===== config.mk =====
export PLATFORM = sky130hd
export DESIGN_NAME = dit_timers
export DESIGN_NICKNAME = d
export VERILOG_FILES = /design/src/hdl/dit_pkg.sv /design/src/hdl/dit_step_if.sv /design/src/hdl/dit_edge_sync.sv /design/src/hdl/dit_timers.sv
export VERILOG_INCLUDE_DIRS = /design/src /design/src/hdl
export SDC_FILE = /design/constraint.sdc
export NUM_CORES = 1
export LEC_CHECK = 0
export BUFFER_PORTS_ARGS = -buffer_cell sky130_fd_sc_hd__buf_2
export CAP_MARGIN = 20
export CORE_ASPECT_RATIO = 0.5
export CORE_MARGIN = 2
export CORE_UTILIZATION = 40
export DETAILED_ROUTE_END_ITERATION = 12
export PLACE_DENSITY = 0.66
export SLEW_MARGIN = 30
export SYNTH_ARGS = -nofsm -noshare
export SYNTH_HDL_FRONTEND = slang
export SYNTH_SLANG_ARGS = --single-unit

===== constraint.sdc =====
create_clock -name core_clk_in -period 3.1 [get_ports core_clk_in]
set_clock_uncertainty 0.2 [all_clocks]
set_input_delay 0.62 -clock core_clk_in [delete_from_list [all_inputs] [get_ports core_clk_in]]
set_output_delay 0.62 -clock core_clk_in [all_outputs]
set_load 0.02 [all_outputs]

===== src/hdl/dit_params.svh =====
`ifndef DIT_PARAMS_SVH
`define DIT_PARAMS_SVH
`define DIT_CNT_W 16
`define DIT_CNT_RESET 16'h0000
`define DIT_CNT_ONE 16'h0001
`define DIT_CNT_ZERO 16'h0000
`define DIT_EV_A_BIT 4
`define DIT_EV_B_BIT 5
`define DIT_EV_W 6
`define DIT_EV_RESET 6'h00
`define DIT_STEPS_W 17
`define DIT_STEPS_RESET 17'h00000
`define DIT_STEP_ONE 17'h00001
`define DIT_FULL_PERIOD 17'h10000
`endif


===== src/hdl/dit_pkg.sv =====
package dit_pkg;
  typedef logic [15:0] dit_count_t;
  typedef enum logic [1:0] {
    DIT_SEL_NONE = 2'b00,
    DIT_SEL_A = 2'b01,
    DIT_SEL_B = 2'b10
  } dit_sel_t;
endpackage : dit_pkg


===== src/hdl/dit_step_if.sv =====
`timescale 1ns/1ps
interface dit_step_if;
  logic step;
  modport src (output step);
  modport dst (input step);
endinterface : dit_step_if


===== src/hdl/dit_edge_sync.sv =====
`timescale 1ns/1ps
module dit_edge_sync (
  input wire logic core_clk_in,
  input wire logic rst_b_in,
  input wire logic ext_clk_in,
  dit_step_if.src step_out
);
  logic sync1_ff;
  logic sync2_ff;
  logic sync3_ff;
  logic step_ff;

  // Two-stage synchroniser; only the second stage and its delayed copy feed the edge detector.
  always_ff @(posedge core_clk_in) begin
    if (!rst_b_in) begin
      sync1_ff <= 1'b0;
      sync2_ff <= 1'b0;
      sync3_ff <= 1'b0;
    end else begin
      sync1_ff <= ext_clk_in;
      sync2_ff <= sync1_ff;
      sync3_ff <= sync2_ff;
    end
  end

  // One pulse per external rising edge, since it needs the second stage high while its delayed copy is still low.
  always_ff @(posedge core_clk_in) begin
    if (!rst_b_in) begin
      step_ff <= 1'b0;
    end else begin
      step_ff <= sync2_ff & ~sync3_ff;
    end
  end

  assign step_out.step = step_ff;
endmodule : dit_edge_sync


===== src/hdl/dit_timers.sv =====
`timescale 1ns/1ps
`include "dit_params.svh"
module dit_timers (
  input wire logic core_clk_in,
  input wire logic rst_b_in,
  input wire logic ext_clk_in,
  input wire logic timer_a_enable_in,
  input wire logic timer_b_enable_in,
  input wire dit_pkg::dit_sel_t wr_sel_in,
  input wire dit_pkg::dit_count_t wr_data_in,
  input wire dit_pkg::dit_sel_t rd_sel_in,
  input wire logic [5:0] event_clear_in,
  output dit_pkg::dit_count_t rd_data_out,
  output logic [5:0] sparse_event_out,
  output logic sparse_event_summary_out
);
  import dit_pkg::*;

  dit_step_if a_step ();
  dit_count_t init_a_ff;
  dit_count_t init_b_ff;
  dit_count_t count_a_ff;
  dit_count_t count_b_ff;
  dit_count_t nxt_count_a;
  dit_count_t nxt_count_b;
  dit_count_t rd_data_ff;
  logic [5:0] event_ff;
  logic summary_ff;
  logic tmo_a;
  logic tmo_b;
  logic [`DIT_STEPS_W-1:0] a_steps_ff;
  logic [`DIT_STEPS_W-1:0] b_steps_ff;

  // External clock edge detector lives in its own module for reuse.
  dit_edge_sync u_sync (
    .core_clk_in(core_clk_in),
    .rst_b_in(rst_b_in),
    .ext_clk_in(ext_clk_in),
    .step_out(a_step)
  );

  // Timeout means an enabled step arriving while the count is one.
  assign tmo_a = timer_a_enable_in & a_step.step & (count_a_ff == `DIT_CNT_ONE);
  assign tmo_b = timer_b_enable_in & (count_b_ff == `DIT_CNT_ONE);

  // Initialization values are kept for reload after every timeout.
  always_ff @(posedge core_clk_in) begin
    if (!rst_b_in) begin
      init_a_ff <= `DIT_CNT_RESET;
      init_b_ff <= `DIT_CNT_RESET;
    end else begin
      if (wr_sel_in == DIT_SEL_A) begin
        init_a_ff <= wr_data_in;
      end
      if (wr_sel_in == DIT_SEL_B) begin
        init_b_ff <= wr_data_in;
      end
    end
  end

  // Next count for timer a: a write wins, then reload on timeout, then decrement.
  always_comb begin
    nxt_count_a = count_a_ff;
    if (wr_sel_in == DIT_SEL_A) begin
      nxt_count_a = wr_data_in;
    end else if (tmo_a) begin
      nxt_count_a = init_a_ff;
    end else if (timer_a_enable_in && a_step.step) begin
      // Zero wraps to all ones, which gives the full 65536-step period.
      nxt_count_a = count_a_ff - `DIT_CNT_ONE;
    end
  end

  // Next count for timer b, stepping on every processor clock edge.
  always_comb begin
    nxt_count_b = count_b_ff;
    if (wr_sel_in == DIT_SEL_B) begin
      nxt_count_b = wr_data_in;
    end else if (tmo_b) begin
      nxt_count_b = init_b_ff;
    end else if (timer_b_enable_in) begin
      nxt_count_b = count_b_ff - `DIT_CNT_ONE;
    end
  end

  // Both live counters.
  always_ff @(posedge core_clk_in) begin
    if (!rst_b_in) begin
      count_a_ff <= `DIT_CNT_RESET;
      count_b_ff <= `DIT_CNT_RESET;
    end else begin
      count_a_ff <= nxt_count_a;
      count_b_ff <= nxt_count_b;
    end
  end

  // Operand read path is registered, so the value is the count one cycle before it shows.
  always_ff @(posedge core_clk_in) begin
    if (!rst_b_in) begin
      rd_data_ff <= `DIT_CNT_RESET;
    end else begin
      case (rd_sel_in)
        DIT_SEL_A: begin
          rd_data_ff <= count_a_ff;
        end
        DIT_SEL_B: begin
          rd_data_ff <= count_b_ff;
        end
        default: begin
          rd_data_ff <= `DIT_CNT_ZERO;
        end
      endcase
    end
  end

  // Event bits stay set until firmware clears them; a set in the clear cycle wins.
  always_ff @(posedge core_clk_in) begin
    if (!rst_b_in) begin
      event_ff <= `DIT_EV_RESET;
    end else begin
      event_ff <= event_ff & ~event_clear_in;
      if (tmo_a) begin
        event_ff[`DIT_EV_A_BIT] <= 1'b1;
      end
      if (tmo_b) begin
        event_ff[`DIT_EV_B_BIT] <= 1'b1;
      end
    end
  end

  // Summary follows the event bits one cycle later so it comes from a flop.
  always_ff @(posedge core_clk_in) begin
    if (!rst_b_in) begin
      summary_ff <= 1'b0;
    end else begin
      summary_ff <= |event_ff;
    end
  end

  assign rd_data_out = rd_data_ff;
  assign sparse_event_out = event_ff;
  assign sparse_event_summary_out = summary_ff;

  // Timer b timeout latches bit five on the next edge.
  chk_b_event_set: assert property (@(posedge core_clk_in) disable iff (!rst_b_in)
    tmo_b |=> event_ff[`DIT_EV_B_BIT])
    else $error("timer b timeout did not set its event bit");

  chk_a_event_set: assert property (@(posedge core_clk_in) disable iff (!rst_b_in)
    tmo_a |=> event_ff[`DIT_EV_A_BIT])
    else $error("timer a timeout did not set its event bit");

  chk_b_reload: assert property (@(posedge core_clk_in) disable iff (!rst_b_in)
    (tmo_b && wr_sel_in != DIT_SEL_B) |=> count_b_ff == $past(init_b_ff))
    else $error("timer b did not reload");

  chk_write_load: assert property (@(posedge core_clk_in) disable iff (!rst_b_in)
    wr_sel_in == DIT_SEL_A |=> count_a_ff == $past(wr_data_in) && init_a_ff == count_a_ff)
    else $error("timer a write did not load");

  chk_a_hold_off: assert property (@(posedge core_clk_in) disable iff (!rst_b_in)
    (!timer_a_enable_in && wr_sel_in != DIT_SEL_A) |=> $stable(count_a_ff))
    else $error("disabled timer a moved");

  chk_b_decrement: assert property (@(posedge core_clk_in) disable iff (!rst_b_in)
    (timer_b_enable_in && !tmo_b && wr_sel_in != DIT_SEL_B)
    |=> count_b_ff == $past(count_b_ff) - `DIT_CNT_ONE)
    else $error("timer b did not decrement");

  chk_a_one_step: assert property (@(posedge core_clk_in) disable iff (!rst_b_in)
    a_step.step |=> !a_step.step)
    else $error("external edge produced two steps");

  chk_read_live: assert property (@(posedge core_clk_in) disable iff (!rst_b_in)
    rd_sel_in == DIT_SEL_B |=> rd_data_out == $past(count_b_ff))
    else $error("timer b read mismatch");

  chk_summary_or: assert property (@(posedge core_clk_in) disable iff (!rst_b_in)
    ##1 sparse_event_summary_out == |$past(event_ff))
    else $error("summary flag mismatch");

  chk_event_sticky: assert property (@(posedge core_clk_in) disable iff (!rst_b_in)
    (event_ff[`DIT_EV_A_BIT] && !event_clear_in[`DIT_EV_A_BIT]) |=> event_ff[`DIT_EV_A_BIT])
    else $error("event bit dropped without clear");

  // Steps since the last load or timeout, kept only for the period checks below.
  // The count is one bit wider than a timer so that a full 65536-step period still fits.
  always_ff @(posedge core_clk_in) begin
    if (!rst_b_in) begin
      a_steps_ff <= `DIT_STEPS_RESET;
    end else if (wr_sel_in == DIT_SEL_A || tmo_a) begin
      a_steps_ff <= `DIT_STEPS_RESET;
    end else if (timer_a_enable_in && a_step.step) begin
      a_steps_ff <= a_steps_ff + `DIT_STEP_ONE;
    end
  end

  // Same step count for timer b, which steps on every enabled edge.
  always_ff @(posedge core_clk_in) begin
    if (!rst_b_in) begin
      b_steps_ff <= `DIT_STEPS_RESET;
    end else if (wr_sel_in == DIT_SEL_B || tmo_b) begin
      b_steps_ff <= `DIT_STEPS_RESET;
    end else if (timer_b_enable_in) begin
      b_steps_ff <= b_steps_ff + `DIT_STEP_ONE;
    end
  end

  // A timeout must close exactly one period of the stored value; zero stands for 65536.
  // This catches a count that skips a step or times out on the wrong value.
  chk_a_period: assert property (@(posedge core_clk_in) disable iff (!rst_b_in)
    (tmo_a && wr_sel_in != DIT_SEL_A)
    |-> a_steps_ff + `DIT_STEP_ONE ==
    ((init_a_ff == `DIT_CNT_ZERO) ? `DIT_FULL_PERIOD : {1'b0, init_a_ff}))
    else $error("timer a period length wrong");

  // Same period check for timer b.
  chk_b_period: assert property (@(posedge core_clk_in) disable iff (!rst_b_in)
    (tmo_b && wr_sel_in != DIT_SEL_B)
    |-> b_steps_ff + `DIT_STEP_ONE ==
    ((init_b_ff == `DIT_CNT_ZERO) ? `DIT_FULL_PERIOD : {1'b0, init_b_ff}))
    else $error("timer b period length wrong");

  // Timer a reloads its stored value, as timer b does.
  chk_a_reload: assert property (@(posedge core_clk_in) disable iff (!rst_b_in)
    (tmo_a && wr_sel_in != DIT_SEL_A) |=> count_a_ff == $past(init_a_ff))
    else $error("timer a did not reload");

  // Timer a steps down by one on each synchronised external edge.
  chk_a_decrement: assert property (@(posedge core_clk_in) disable iff (!rst_b_in)
    (timer_a_enable_in && a_step.step && !tmo_a && wr_sel_in != DIT_SEL_A)
    |=> count_a_ff == $past(count_a_ff) - `DIT_CNT_ONE)
    else $error("timer a did not decrement");

  // Between external edges timer a must hold, even while it is enabled.
  chk_a_step_gap: assert property (@(posedge core_clk_in) disable iff (!rst_b_in)
    (!a_step.step && wr_sel_in != DIT_SEL_A) |=> $stable(count_a_ff))
    else $error("timer a moved without an external edge");

  // A disabled timer b must not move.
  chk_b_hold_off: assert property (@(posedge core_clk_in) disable iff (!rst_b_in)
    (!timer_b_enable_in && wr_sel_in != DIT_SEL_B) |=> $stable(count_b_ff))
    else $error("disabled timer b moved");

  // A timer b write loads both the counter and the stored value.
  chk_b_write_load: assert property (@(posedge core_clk_in) disable iff (!rst_b_in)
    wr_sel_in == DIT_SEL_B |=> count_b_ff == $past(wr_data_in) && init_b_ff == count_b_ff)
    else $error("timer b write did not load");

  // A timer a operand read shows the count of the select cycle.
  chk_read_a_live: assert property (@(posedge core_clk_in) disable iff (!rst_b_in)
    rd_sel_in == DIT_SEL_A |=> rd_data_out == $past(count_a_ff))
    else $error("timer a read mismatch");

  // An unselected operand reads as zero.
  chk_read_none_zero: assert property (@(posedge core_clk_in) disable iff (!rst_b_in)
    rd_sel_in == DIT_SEL_NONE |=> rd_data_out == `DIT_CNT_ZERO)
    else $error("unselected read not zero");

  // Event bits only rise on an enabled timeout, so a disabled timer stays silent.
  chk_a_event_cause: assert property (@(posedge core_clk_in) disable iff (!rst_b_in)
    (!event_ff[`DIT_EV_A_BIT] && !tmo_a) |=> !event_ff[`DIT_EV_A_BIT])
    else $error("timer a event bit rose without timeout");

  // Same for timer b.
  chk_b_event_cause: assert property (@(posedge core_clk_in) disable iff (!rst_b_in)
    (!event_ff[`DIT_EV_B_BIT] && !tmo_b) |=> !event_ff[`DIT_EV_B_BIT])
    else $error("timer b event bit rose without timeout");

  // The timer b event bit holds until firmware clears it.
  chk_b_event_sticky: assert property (@(posedge core_clk_in) disable iff (!rst_b_in)
    (event_ff[`DIT_EV_B_BIT] && !event_clear_in[`DIT_EV_B_BIT]) |=> event_ff[`DIT_EV_B_BIT])
    else $error("timer b event bit dropped without clear");

  // A clear with no timeout in the same cycle drops the bit.
  // With a timeout in that cycle the set wins, which the event set checks cover.
  chk_a_event_clear: assert property (@(posedge core_clk_in) disable iff (!rst_b_in)
    (event_clear_in[`DIT_EV_A_BIT] && !tmo_a) |=> !event_ff[`DIT_EV_A_BIT])
    else $error("timer a event bit not cleared");

  // Same for timer b.
  chk_b_event_clear: assert property (@(posedge core_clk_in) disable iff (!rst_b_in)
    (event_clear_in[`DIT_EV_B_BIT] && !tmo_b) |=> !event_ff[`DIT_EV_B_BIT])
    else $error("timer b event bit not cleared");

  // Reset clears counters, reads and events.
  // This check has no disable, since it must look at the cycles while reset is held.
  chk_reset_state: assert property (@(posedge core_clk_in)
    !rst_b_in |=> count_a_ff == `DIT_CNT_RESET && count_b_ff == `DIT_CNT_RESET
      && event_ff == `DIT_EV_RESET && rd_data_ff == `DIT_CNT_RESET && !summary_ff)
    else $error("reset state wrong");
endmodule : dit_timers


Yosys cells after proc, flatten, opt, wreduce, memory -nomap -nowiden

Index checks and enable logic that the tools add are counted.

Logic and storage cells: 39
Input port bits: 31
Register bits after elaboration: 91
Output and inout port bits: 23

Equal/unequal tests: 6
Mux-type cells: 9
Bitwise gates (word level): 7
Reduce and logical (&&, ||, !) cells: 4
Add/sub/neg operators: 2

Operators with widths:

| operator              | number |
|---|---|
| $mux 16               | 6 |
| $eq 16x1->1 const B   | 2 |
| $pmux 16 s2           | 1 |
| $sub 16x1->16 const B | 2 |
| $and 6x6->6           | 1 |
| $not 6->6             | 1 |
| $reduce_bool 3->1     | 2 |
| $reduce_or 6->1       | 1 |
| $and 1x1->1           | 4 |
| $eq 2x1->1 const B    | 2 |
| $eq 2x2->1 const B    | 2 |
| $mux 1                | 2 |
| $logic_and 1x1->1     | 1 |
| $not 1->1             | 1 |

Logic depth before layout (Yosys ltp)

Gate-level depths: netlist of run 1.

Depth in word-level cells: 4
Mapped depth: 9
Gate-level depth less buffers: 7

By module

From an unflattened synthesis of run 1, not the netlist that was laid out.

Cell total of the unflattened synthesis: 529
Area, all modules: 4,509.3 sq um

By module, submodules not included:

| module        | area an instance (sq um) | times used | sequential area each (sq um) | cells an instance |
|---|---|---|---|---|
| dit_timers    | 4,398.0                  | 1          | 1,741.7                      | 521 |
| dit_edge_sync | 111.4                    | 1          | 80.1                         | 8 |

Worst setup path after synthesis of run 1

Ideal clock, no wire load.

Kind: input to register
Start point: input timer_b_enable_in
End point: register count_b_ff[3]
Slack: 0.547 ns
Data required time: 2.784 ns
Stages: 7
Buffers on the path: 2
Library setup time: 0.116 ns
Arrival time: 2.237 ns
Cell sequence: clkbuf_2 nand2_1 or2_2 or4_1 buf_6 mux2_4 o211a_1

Cells in the longest elaborated chain, start to end: 3
Elaborated cells on any way between the ends: 4
Those cells by class: mux (2); bitwise (1); reduce/logical (1)

Ends and longest elaborated chain:

| item                 | RTL line         | text |
|---|---|---|
| start, declared      | dit_timers.sv:8  | `input wire logic timer_b_enable_in,` |
| $and 1x1->1          | dit_timers.sv:44 | `` assign tmo_b = timer_b_enable_in & (count_b_ff == `DIT_CNT_ONE); `` |
| $mux 16              | dit_timers.sv:79 | `end else if (tmo_b) begin` |
| $mux 16              | dit_timers.sv:77 | `if (wr_sel_in == DIT_SEL_B) begin` |
| end signal, assigned | dit_timers.sv:90 | `` count_b_ff <= `DIT_CNT_RESET; `` |
| end signal, assigned | dit_timers.sv:93 | `count_b_ff <= nxt_count_b;` |
| end, declared        | dit_timers.sv:23 | `dit_count_t count_b_ff;` |

Parallel ways exist; a longest one is shown, timed or not.
A chain may end at the register's enable or synchronous reset.

Worst setup path in the final report of run 1

Start point: register count_b_ff[1]
End point: register count_b_ff[13]

Cells in the longest elaborated chain, start to end: 4
Elaborated cells on any way between the ends: 7
Those cells by class: add/sub (1); eq/ne (1); mux (3); bitwise (1); reduce/logical (1)

Ends and longest elaborated chain:

| item                                                                 | RTL line |
|---|---|
| $sub 16x1->16 (no source line) / $eq 16x1->1 (equally long branches) | -- |
| $mux 16 / $and 1x1->1 (equally long branches)                        | dit_timers.sv:81, dit_timers.sv:44 |
| $mux 16                                                              | dit_timers.sv:79 |
| $mux 16                                                              | dit_timers.sv:77 |

Parallel ways exist; a longest one is shown, timed or not. The select of a mux whose other input is x is not followed.

==> results_dict.tcl, run 1 <==
set metrics [dict create \
    ctsResizeCount 0 \
    drv_slew 0 \
    ff2ff_path_depth 8 \
    first_pass_iters 5 \
    p_clk_frac 0.355 \
    cts_sinks 91 \
    vias 3985 \
    tightest_slew_ps 685 \
    avgSynthCellArea_um2 8.04 \
    hold_class "flip-flop to flip-flop" \
    crit_slowest_cell "or4_1" \
    ys_types 56 \
    postSynthCellCount 543 \
    maxCapViolCount 0 \
    n_fill_cell 1025 \
    ir_worst_vdd_mv 0.218 \
    cts_buffers 9 \
    path_cells "inv_1 -> ha_1 -> nand2_1 -> or2_2 -> or4_1 -> buf_4 -> o211a_1 -> a22o_1" \
    clock_latency_ps 350 \
    syn_area_mm2 0.00437 \
    coreArea_mm2 0.0104 \
    cts_buffer_depth 2 \
    clock.fmax_mhz 389 \
    synthArstFlopShare 0 \
    setup_violations 0 \
    p_seq_frac 0.463 \
    syn_nets 580 \
    cts-root-buf "clkbuf_16" \
    seq_area_frac_synth 0.417 \
    use_met2 0.320 \
    die-height_um 77.9 \
    ys_ff_latch 91 \
    synth_top_cell_by_area "dfxtp_1" \
    drive_gt1_frac 0.162 \
    cp_max_fo 7 \
    ant_nets 0 \
    powerDensity_mw_per_mm2 565 \
    yosys-top-cells-count "110 x nand2_1, 91 x dfxtp_1, 41 x a21oi_1, 41 x nor2_1, 31 x clkbuf_1" \
    outcome "finished clean" \
    n_antenna_cell 0 \
    cpPeakStageDelay_ps 570 \
    cts_tree "done" \
    grt_use_met3 0.0535 \
    drc 0 \
    nNetsFinal 621 \
    die_area_mm2 0.0118 \
    rsz0062_at_grt "false" \
    hold_viol_final 0 \
    grt_start_max_net_pins 48 \
    synth_most_common_cell "nand2_1" \
    setup_tns_ps 0 \
    pwr-share-comb 0.181 \
    ios 54 \
    vias_per_cell 5.47 \
    num_rows 26 \
    multiInputGateArea_mm2 0.00232 \
    drtIter0Drc 425 \
    r2r-end "count_b_ff[13]" \
    wl_per_cell_um 16.3 \
    htree_levels 3 \
    initial_core_util 0.420 \
    synth.top_cells.by_area "dfxtp_1 42%, nand2_1 9.5%, a21oi_1 4.7%" \
    busiest_layer "met2" \
    min_delay_path_depth 1 \
    required_ps 3140 \
    yosys_most_used_dff "dfxtp_1" \
    worstPathArrival_ps 2610 \
    grt_pass1_vias 3549 \
    crit_path_start_kind "flip-flop" \
    use_met1 0.304 \
    finalCriticalPeriod_ps 2570 \
    r2r-start "count_b_ff[1]" \
    swShare 0.289 \
    post-dp-hpwl_um 8310 \
    cts_setup_buffers 0 \
    seq_area_mm2 0.00182 \
    synth_edf_count 0 \
    p_switching_mw 0.822 \
    internal-power_mw 2.02 \
    hold-path-endpoint "u_sync.step_out.step" \
    finalCritPeriodShare 0.829 \
    track_usage 0.213 \
    gp_congestion 0.803 \
    final_core_utilization 0.483 \
    worstHoldStart "u_sync.sync3_ff" \
    rrSetupSlack_ps 530 \
    io_buffers 53 \
    die_w_um 152 \
    slew_headroom 0.542 \
    clk_pin_slew_ps 60 \
    grt_pass1_wl_um 19200 \
    yosysTopAreaCellShare 0.417 \
    syn_to_final_growth_pct 15.1 \
    antenna_found_initial 0 \
    postRouteWirelength_um 11800 \
    path_class "flip-flop to flip-flop" \
    p_leak_nw 2.16 \
    critPathCaptureType "flip-flop" \
    gr-total-overflow 0 \
    yosysWarnings 0 \
    cts_hold_buffers 0 \
]
-- worst max-delay path, delay by kind of cell, from the launching register on --
| family | cells | cell delay, ps |
|---|---|---|
| fa+ha+maj | 1 | 160 |
| simple gates | 3 | 960 |
| compound gates | 2 | 420 |
| buf+inv | 2 | 360 |
| flops | 1 | 370 |
-- power by group through the flow --
stage               Clock (mW)  Combinational (mW)  Sequential (mW)
floorplan                    0               0.397             1.31
global placement             0               0.502             1.34
detailed placement           0               0.508             1.34
CTS                       1.03               0.512             1.31
global route              1.07               0.579             1.33
finish                    1.01               0.515             1.32
-- metal layers --
layer / routed length, um / part of all wire / up-vias
met2: 5320 / 0.45 / 90
met4: 106 / 0.0089 / 0
met5: 0 / 0 / -
li1: - / - / 1972
met1: 5840 / 0.49 / 1914
met3: 582 / 0.049 / 9
-- cell usage in the layout, fill, tap and decap left out, types with 3 or more instances in the layout --
| master | netlist | layout |
|---|---|---|
| and2_1 | 3 | 3 |
| or4_1 | 4 | 4 |
| nand3_1 | 19 | 19 |
| dfxtp_1 | 91 | 91 |
| xor2_1 | 7 | 7 |
| o21ai_0 | 26 | 26 |
| or2_2 | 3 | 3 |
| mux2i_1 | 14 | 14 |
| a22o_1 | 4 | 4 |
| nand2b_1 | 5 | 5 |
| nand2_1 | 110 | 110 |
| nor2b_1 | 4 | 4 |
| ha_1 | 6 | 6 |
| nor2_1 | 41 | 41 |
| nand4_1 | 4 | 4 |
| nor3_1 | 11 | 11 |
| clkinvlp_4 | 0 | 3 |
| clkbuf_16 | 0 | 9 |
| or3_1 | 4 | 4 |
| xnor2_1 | 15 | 15 |
| nor4_1 | 6 | 6 |
| o32ai_1 | 5 | 5 |
| nor3b_1 | 5 | 5 |
| buf_2 | 3 | 53 |
| inv_1 | 12 | 12 |
| a22oi_1 | 16 | 16 |
| o22ai_1 | 5 | 5 |
| a21oi_1 | 41 | 41 |
| buf_4 | 0 | 17 |
| a21boi_0 | 9 | 9 |
-- registers in the layout (all words and copies together) (netlist names) --
signal                    count
u_sync.sync1_ff               1
count_a_ff                   16
sparse_event_out              6
u_sync.step_out.step          1
init_b_ff                    16
sparse_event_summary_out      1
rd_data_out                  16
u_sync.sync2_ff               1
u_sync.sync3_ff               1
count_b_ff                   16
init_a_ff                    16
-- cells by family (layout without fill, tap and decap cells) --
group / Yosys count / count (layout) / share of synthesized area
AOI/OAI and AO/OA: 125 / 125 / 0.181
xor gates and xnor gates: 22 / 22 / 0.0441
adders and majority gates: 6 / 6 / 0.0172
buffers and inverters: 52 / 97 / 0.0510
DFF: 91 / 91 / 0.417
muxes: 16 / 16 / 0.0381
and+or+nand+nor: 231 / 231 / 0.252
-- metrics by stage --
step	cells	instance area, um^2	setup WS, ps	total power [mW]	hold WS [ps]
after floorplan	543	4370	547	1.71	167
after global placement	713	4760	415	1.84	171
after detailed placement	713	4760	369	1.85	176
after CTS	728	5030	530	2.85	185
after global routing	728	5030	381	2.98	210
final	728	5030	529	2.84	183
-- worst max path at each step --
stage | from | end | slack [ps] | cells past startpoint
3_5_place_dp | timer_b_enable_in | count_b_ff[13] | 370 | 7
6_report | count_b_ff[1] | count_b_ff[13] | 530 | 8
2_1_floorplan | timer_b_enable_in | count_b_ff[3] | 550 | 7
3_3_place_gp | timer_b_enable_in | count_b_ff[13] | 420 | 7
5_1_grt | count_b_ff[1] | count_b_ff[13] | 380 | 8
4_1_cts | count_b_ff[1] | count_b_ff[13] | 530 | 8
-- cell type report --
cell class / count / area share
Clock buffer: 11 / 0.0483
Timing Repair Buffer: 70 / 0.0781
Sequential cell: 91 / 0.362
Multi-Input combinational cell: 400 / 0.462
Tap cell: 140 / 0.0348
Clock inverter: 4 / 0.00547
Inverter: 12 / 0.00896
Power figures use the tool's default switching activity.
==> run 2: changes to the inputs <==
--- a/config.mk
+++ b/config.mk
@@ -12,7 +12,7 @@
 export CORE_MARGIN = 2
 export CORE_UTILIZATION = 40
 export DETAILED_ROUTE_END_ITERATION = 12
-export PLACE_DENSITY = 0.66
+export PLACE_DENSITY = 0.68
 export SLEW_MARGIN = 30
 export SYNTH_ARGS = -nofsm -noshare
 export SYNTH_HDL_FRONTEND = slang
==> constraint.sdc (replaced) <==
create_clock -name core_clk_in -period 2.2 [get_ports core_clk_in]
set_clock_uncertainty 0.2 [all_clocks]
set_input_delay 0.44 -clock core_clk_in [delete_from_list [all_inputs] [get_ports core_clk_in]]
set_output_delay 0.44 -clock core_clk_in [all_outputs]
set_load 0.02 [all_outputs]
==> results_dict.tcl, run 2 (synthesized netlist as in run 1, its figures left out) <==
set metrics [dict create \
    p_leak_nw 2.41 \
    gp_congestion 0.864 \
    critPathCaptureType "flip-flop" \
    io_buffers 53 \
    finalCriticalPeriod_ps 2200 \
    outcome "finished clean" \
    crit_path_start_kind "flip-flop" \
    powerDensity_mw_per_mm2 787 \
    slew_headroom 0.359 \
    n_fill_cell 972 \
    cts-root-buf "clkbuf_16" \
    hold_viol_final 0 \
    n_antenna_cell 0 \
    maxCapViolCount 0 \
    cp_max_fo 5 \
    die_area_mm2 0.0118 \
    cts_buffers 9 \
    gr-total-overflow 0 \
    grt_pass1_wl_um 19800 \
    setup_slack_ps 3.10 \
    cts_sinks 91 \
    drc 0 \
    nNetsFinal 662 \
    die-height_um 77.9 \
    hold_class "input port to flip-flop" \
    path_class "flip-flop to flip-flop" \
    drive_gt1_frac 0.237 \
    postRouteWirelength_um 12500 \
    dp.cells 754 \
    ant_nets 0 \
    track_usage 0.217 \
    pre_cts_slack_ps -95.5 \
    post-dp-hpwl_um 9050 \
    num_rows 26 \
    wl_per_cell_um 16.3 \
    vias 4144 \
    total_power_mw 4.29 \
    ios 54 \
    grt_start_max_net_pins 48 \
    clock_latency_ps 340 \
    required_ps 2220 \
    first_pass_iters 5 \
    stdcell_count 768 \
    clock.fmax_mhz 455 \
    syn_to_final_growth_pct 24.8 \
    mostFrequentLayoutCell "nand2_1" \
    cts_tree "done" \
    drv_slew 0 \
    finalCritPeriodShare 0.999 \
    setup_violations 0 \
    tightest_slew_ps 958 \
    ir_worst_vdd_mv 0.412 \
    htree_levels 3 \
    initial_core_util 0.420 \
    worstPathArrival_ps 2220 \
    drtIter0Drc 374 \
    coreArea_mm2 0.0104 \
    seq_area_mm2 0.00183 \
    clk_pin_slew_ps 60 \
    multiInputGateArea_mm2 0.00241 \
    cts_hold_buffers 0 \
    antenna_found_initial 0 \
    cts_buffer_depth 2 \
    grt_pass1_vias 3893 \
    vias_per_cell 5.40 \
    die_w_um 152 \
    rsz0062_at_grt "true" \
    most-common-layout-cells "110 x nand2_1, 88 x dfxtp_1, 55 x buf_4, 53 x buf_2" \
]
==> run 2: changes by cell type in the layout (fill, tap and decap cells not counted), sizes merged <==
cell and delta:
clkinv +1, buf +41, clkinvlp -3, bufinv +1
==> run 2: metal layers <==
layer / share of wire / GRT usage
met5: 0 / 0
met4: 0.013 / 0.0630
met3: 0.045 / 0.0418
met2: 0.45 / 0.324
met1: 0.49 / 0.315
==> run 2: critical path, stage by stage (launching register included) <==
cell     delay, ps
dfxtp_2        340
nor4_4         310
nand4_2        160
or4_4          550
mux2_4         320
o211a_1        210
==> run 2: final timing paths <==
| path | slack [ps] | cells after the start | start | to |
|---|---|---|---|---|
| setup reg to reg | 3 | 5 | count_b_ff[5] | count_b_ff[3] |
| hold reg to reg | 190 | 1 | u_sync.sync3_ff | u_sync.step_out.step |
| hold / removal | 50 | 2 | event_clear_in[2] | sparse_event_out[2] |
| setup / recovery | 3 | 5 | count_b_ff[5] | count_b_ff[3] |
==> run 2: report_power, final <==
part	internal (mW)	switching (mW)	total, mW	leakage [nW]
clock network	0.895	0.612	1.51	0.141
registers	1.74	0.0692	1.81	0.744
logic	0.450	0.525	0.976	1.53
total	3.08	1.21	4.29	2.41
==> run 2: area by class of cell <==
cell class | count | share of cell area
clock inverters | 3 | 0.00734
flip-flops and latches | 91 | 0.335
clock buffers | 11 | 0.0445
multi-input cells | 400 | 0.442
well taps | 140 | 0.0321
inverters | 12 | 0.00826
repair buffers | 111 | 0.131
==> run 2: what timing repair did <==
| item | CTS | global route |
|---|---|---|
| setup buffers | 0 | 1 |
| endpoints found under the setup margin | 24 | 26 |
| resized for setup | 4 | 15 |
| pin swaps | 2 | 2 |
==> run 2: stage by stage <==
step	utilization	hold WS [ps]	cell area, um^2	setup TNS (ps)
after floorplan	-	167	4380	-108
after global placement	0.489	172	5090	-637
after detailed placement	0.489	182	5090	-758
after CTS	0.517	50.5	5380	0
after global routing	0.524	50.1	5450	-87.3
final	0.524	51.8	5450	0
==> run 3: changes to the inputs <==
--- a/config.mk
+++ b/config.mk
@@ -6,13 +6,16 @@
 export SDC_FILE = /design/constraint.sdc
 export NUM_CORES = 1
 export LEC_CHECK = 0
+export ABC_AREA = 1
 export BUFFER_PORTS_ARGS = -buffer_cell sky130_fd_sc_hd__buf_2
 export CAP_MARGIN = 20
 export CORE_ASPECT_RATIO = 0.5
 export CORE_MARGIN = 2
 export CORE_UTILIZATION = 40
 export DETAILED_ROUTE_END_ITERATION = 12
-export PLACE_DENSITY = 0.68
+export PLACE_DENSITY = 0.67
+export RECOVER_POWER = 25
+export SKIP_LAST_GASP = 1
 export SLEW_MARGIN = 30
 export SYNTH_ARGS = -nofsm -noshare
 export SYNTH_HDL_FRONTEND = slang
==> results_dict.tcl, run 3 <==
set metrics [dict create \
    drtIter0Drc 414 \
    mostFrequentLayoutCell "nand2_1" \
    htree_levels 3 \
    slew_headroom 0.438 \
    cts_sinks 91 \
    post-dp-hpwl_um 9890 \
    postSynthCellCount 748 \
    p_seq_frac 0.426 \
    grt_pass1_vias 4272 \
    seq_area_frac_synth 0.378 \
    p_leak_nw 2.61 \
    die_w_um 159 \
    dp.cells 958 \
    hold_class "input port to flip-flop" \
    ant_nets 0 \
    met1_length_um 6380 \
    powerDensity_mw_per_mm2 762 \
    cts-root-buf "clkbuf_16" \
    cts_tree "done" \
    min_delay_path_depth 2 \
    first_pass_iters 5 \
    p_switching_mw 1.29 \
    p_clk_frac 0.374 \
    cts_hold_buffers 0 \
    wl_met2_um 6190 \
    syn_nets 785 \
    grt_start_max_net_pins 35 \
    outcome "finished clean" \
    syn_to_final_growth_pct 16.1 \
    cts_setup_buffers 0 \
    required_ps 2200 \
    cts_buffer_depth 2 \
    num_rows 28 \
    die_area_mm2 0.0130 \
    dr.max_layer_used "met4" \
    die-height_um 81.6 \
    clock.fmax_mhz 496 \
    syn_area_mm2 0.00482 \
    ys_types 29 \
    yosys-top-cells-count "230 x nand2_1, 118 x inv_1, 91 x dfxtp_1" \
    hold_viol_final 0 \
    swShare 0.303 \
    tightest_slew_ps 844 \
    avgSynthCellArea_um2 6.44 \
    critPathCaptureType "flip-flop" \
    cts_buffers 9 \
    path_class "flip-flop to flip-flop" \
    yosysTopAreaCellShare 0.378 \
    finalHoldWorstSlack_ps 42.9 \
    wl_met3_um 768 \
    drc 0 \
    track_usage 0.209 \
    yosys_most_used_dff "dfxtp_1" \
    ys_ff_latch 91 \
    maxCapViolCount 0 \
    worstPathArrival_ps 2020 \
    cp_max_fo 8 \
    ff2ff_path_depth 11 \
    coreArea_mm2 0.0118 \
    rsz0062_at_grt "false" \
    n_antenna_cell 0 \
    clock_latency_ps 350 \
    ir_worst_vdd_mv 0.329 \
    drv_slew 0 \
    gr-total-overflow 0 \
    synth.top_cells.by_area "dfxtp_1 38%, nand2_1 18%, inv_1 9.2%" \
    initial_core_util 0.409 \
    synth_most_common_cell "nand2_1" \
    io_buffers 53 \
    synthArstFlopShare 0 \
    nNetsFinal 841 \
    finalCriticalPeriod_ps 2020 \
    setup_violations 0 \
    setup_tns_ps 0 \
    synth_top_cell_by_area "dfxtp_1" \
    most-common-layout-cells "230 x nand2_1, 119 x inv_1, 91 x dfxtp_1, 79 x a21oi_1, 66 x nand3_1" \
    drive_gt1_frac 0.132 \
    grt_pass1_wl_um 21500 \
    clk_pin_slew_ps 70 \
    wl_per_cell_um 13.9 \
    postRouteWirelength_um 13500 \
    yosysWarnings 0 \
    ctsResizeCount 0 \
    vias 4773 \
    ios 54 \
    internal-power_mw 2.97 \
    stdcell_count 973 \
    synth_edf_count 0 \
    crit_path_start_kind "flip-flop" \
    vias_per_cell 4.91 \
    finalCritPeriodShare 0.917 \
    gp_congestion 0.909 \
    antenna_found_initial 0 \
    pwr-share-comb 0.200 \
]
-- run 3: worst paths after layout --
check                                       start              endpoint  slack, ps
worst max-delay path                count_b_ff[1]         count_b_ff[2]        180
worst max register to register      count_b_ff[1]         count_b_ff[2]        180
worst min-delay path            event_clear_in[1]   sparse_event_out[1]         40
worst min register to register    u_sync.sync3_ff  u_sync.step_out.step        180
-- run 3: metal layers --
metal  global-route usage  up-vias
met5                    0        -
met4               0.0627        0
met3               0.0444       17
met2                0.349      120
met1                0.276     2191
li1                     -     2445
-- run 3: critical path, stage by stage (launching register included) --
cell and delay [ps]:
dfxtp_1 360, inv_1 140, ha_1 180, nand2_1 50, inv_1 50, nand2_1 90
nor2_4 250, nand2_4 70, inv_1 220, nand2_1 90, nand3_1 90, a21oi_1 60
-- run 3: layout make-up --
class | instances | area [um^2]
sequential | 91 | 1820
clock buffer | 12 | 256
fill | 1202 | 6180
multi-input combinational | 509 | 2400
inverter | 120 | 450
clock inverter | 3 | 47.5
tap | 165 | 206
timing repair buffer | 73 | 408
-- run 3: cells by family after synthesis --
kind of cell,Yosys count,share of synthesized area
AND/OR/NAND/NOR,385,0.354
flip-flops,91,0.378
XOR/XNOR,5,0.00909
adder cells (fa/ha/maj),6,0.0156
buffers and inverters,148,0.124
AO/OA/AOI/OAI,113,0.119
-- run 3: power by group through the flow --
stage          Sequential (mW)  Combinational, mW  Clock, mW
2_1_floorplan             1.83              0.627          0
3_3_place_gp              1.85              0.829          0
3_5_place_dp              1.85              0.841          0
4_1_cts                   1.81              0.846       1.62
5_1_grt                   1.82              0.970       1.68
6_report                  1.82              0.853       1.59
-- run 3: through the flow --
stage,total power [mW],area [um^2],worst slack (ps),util
CTS,4.28,5600,209,0.476
global placement,2.68,5290,71.3,0.450
detailed placement,2.69,5300,228,0.450
floorplan,2.45,4820,509,-
global route,4.47,5590,61.9,0.475
finish,4.26,5590,183,0.475
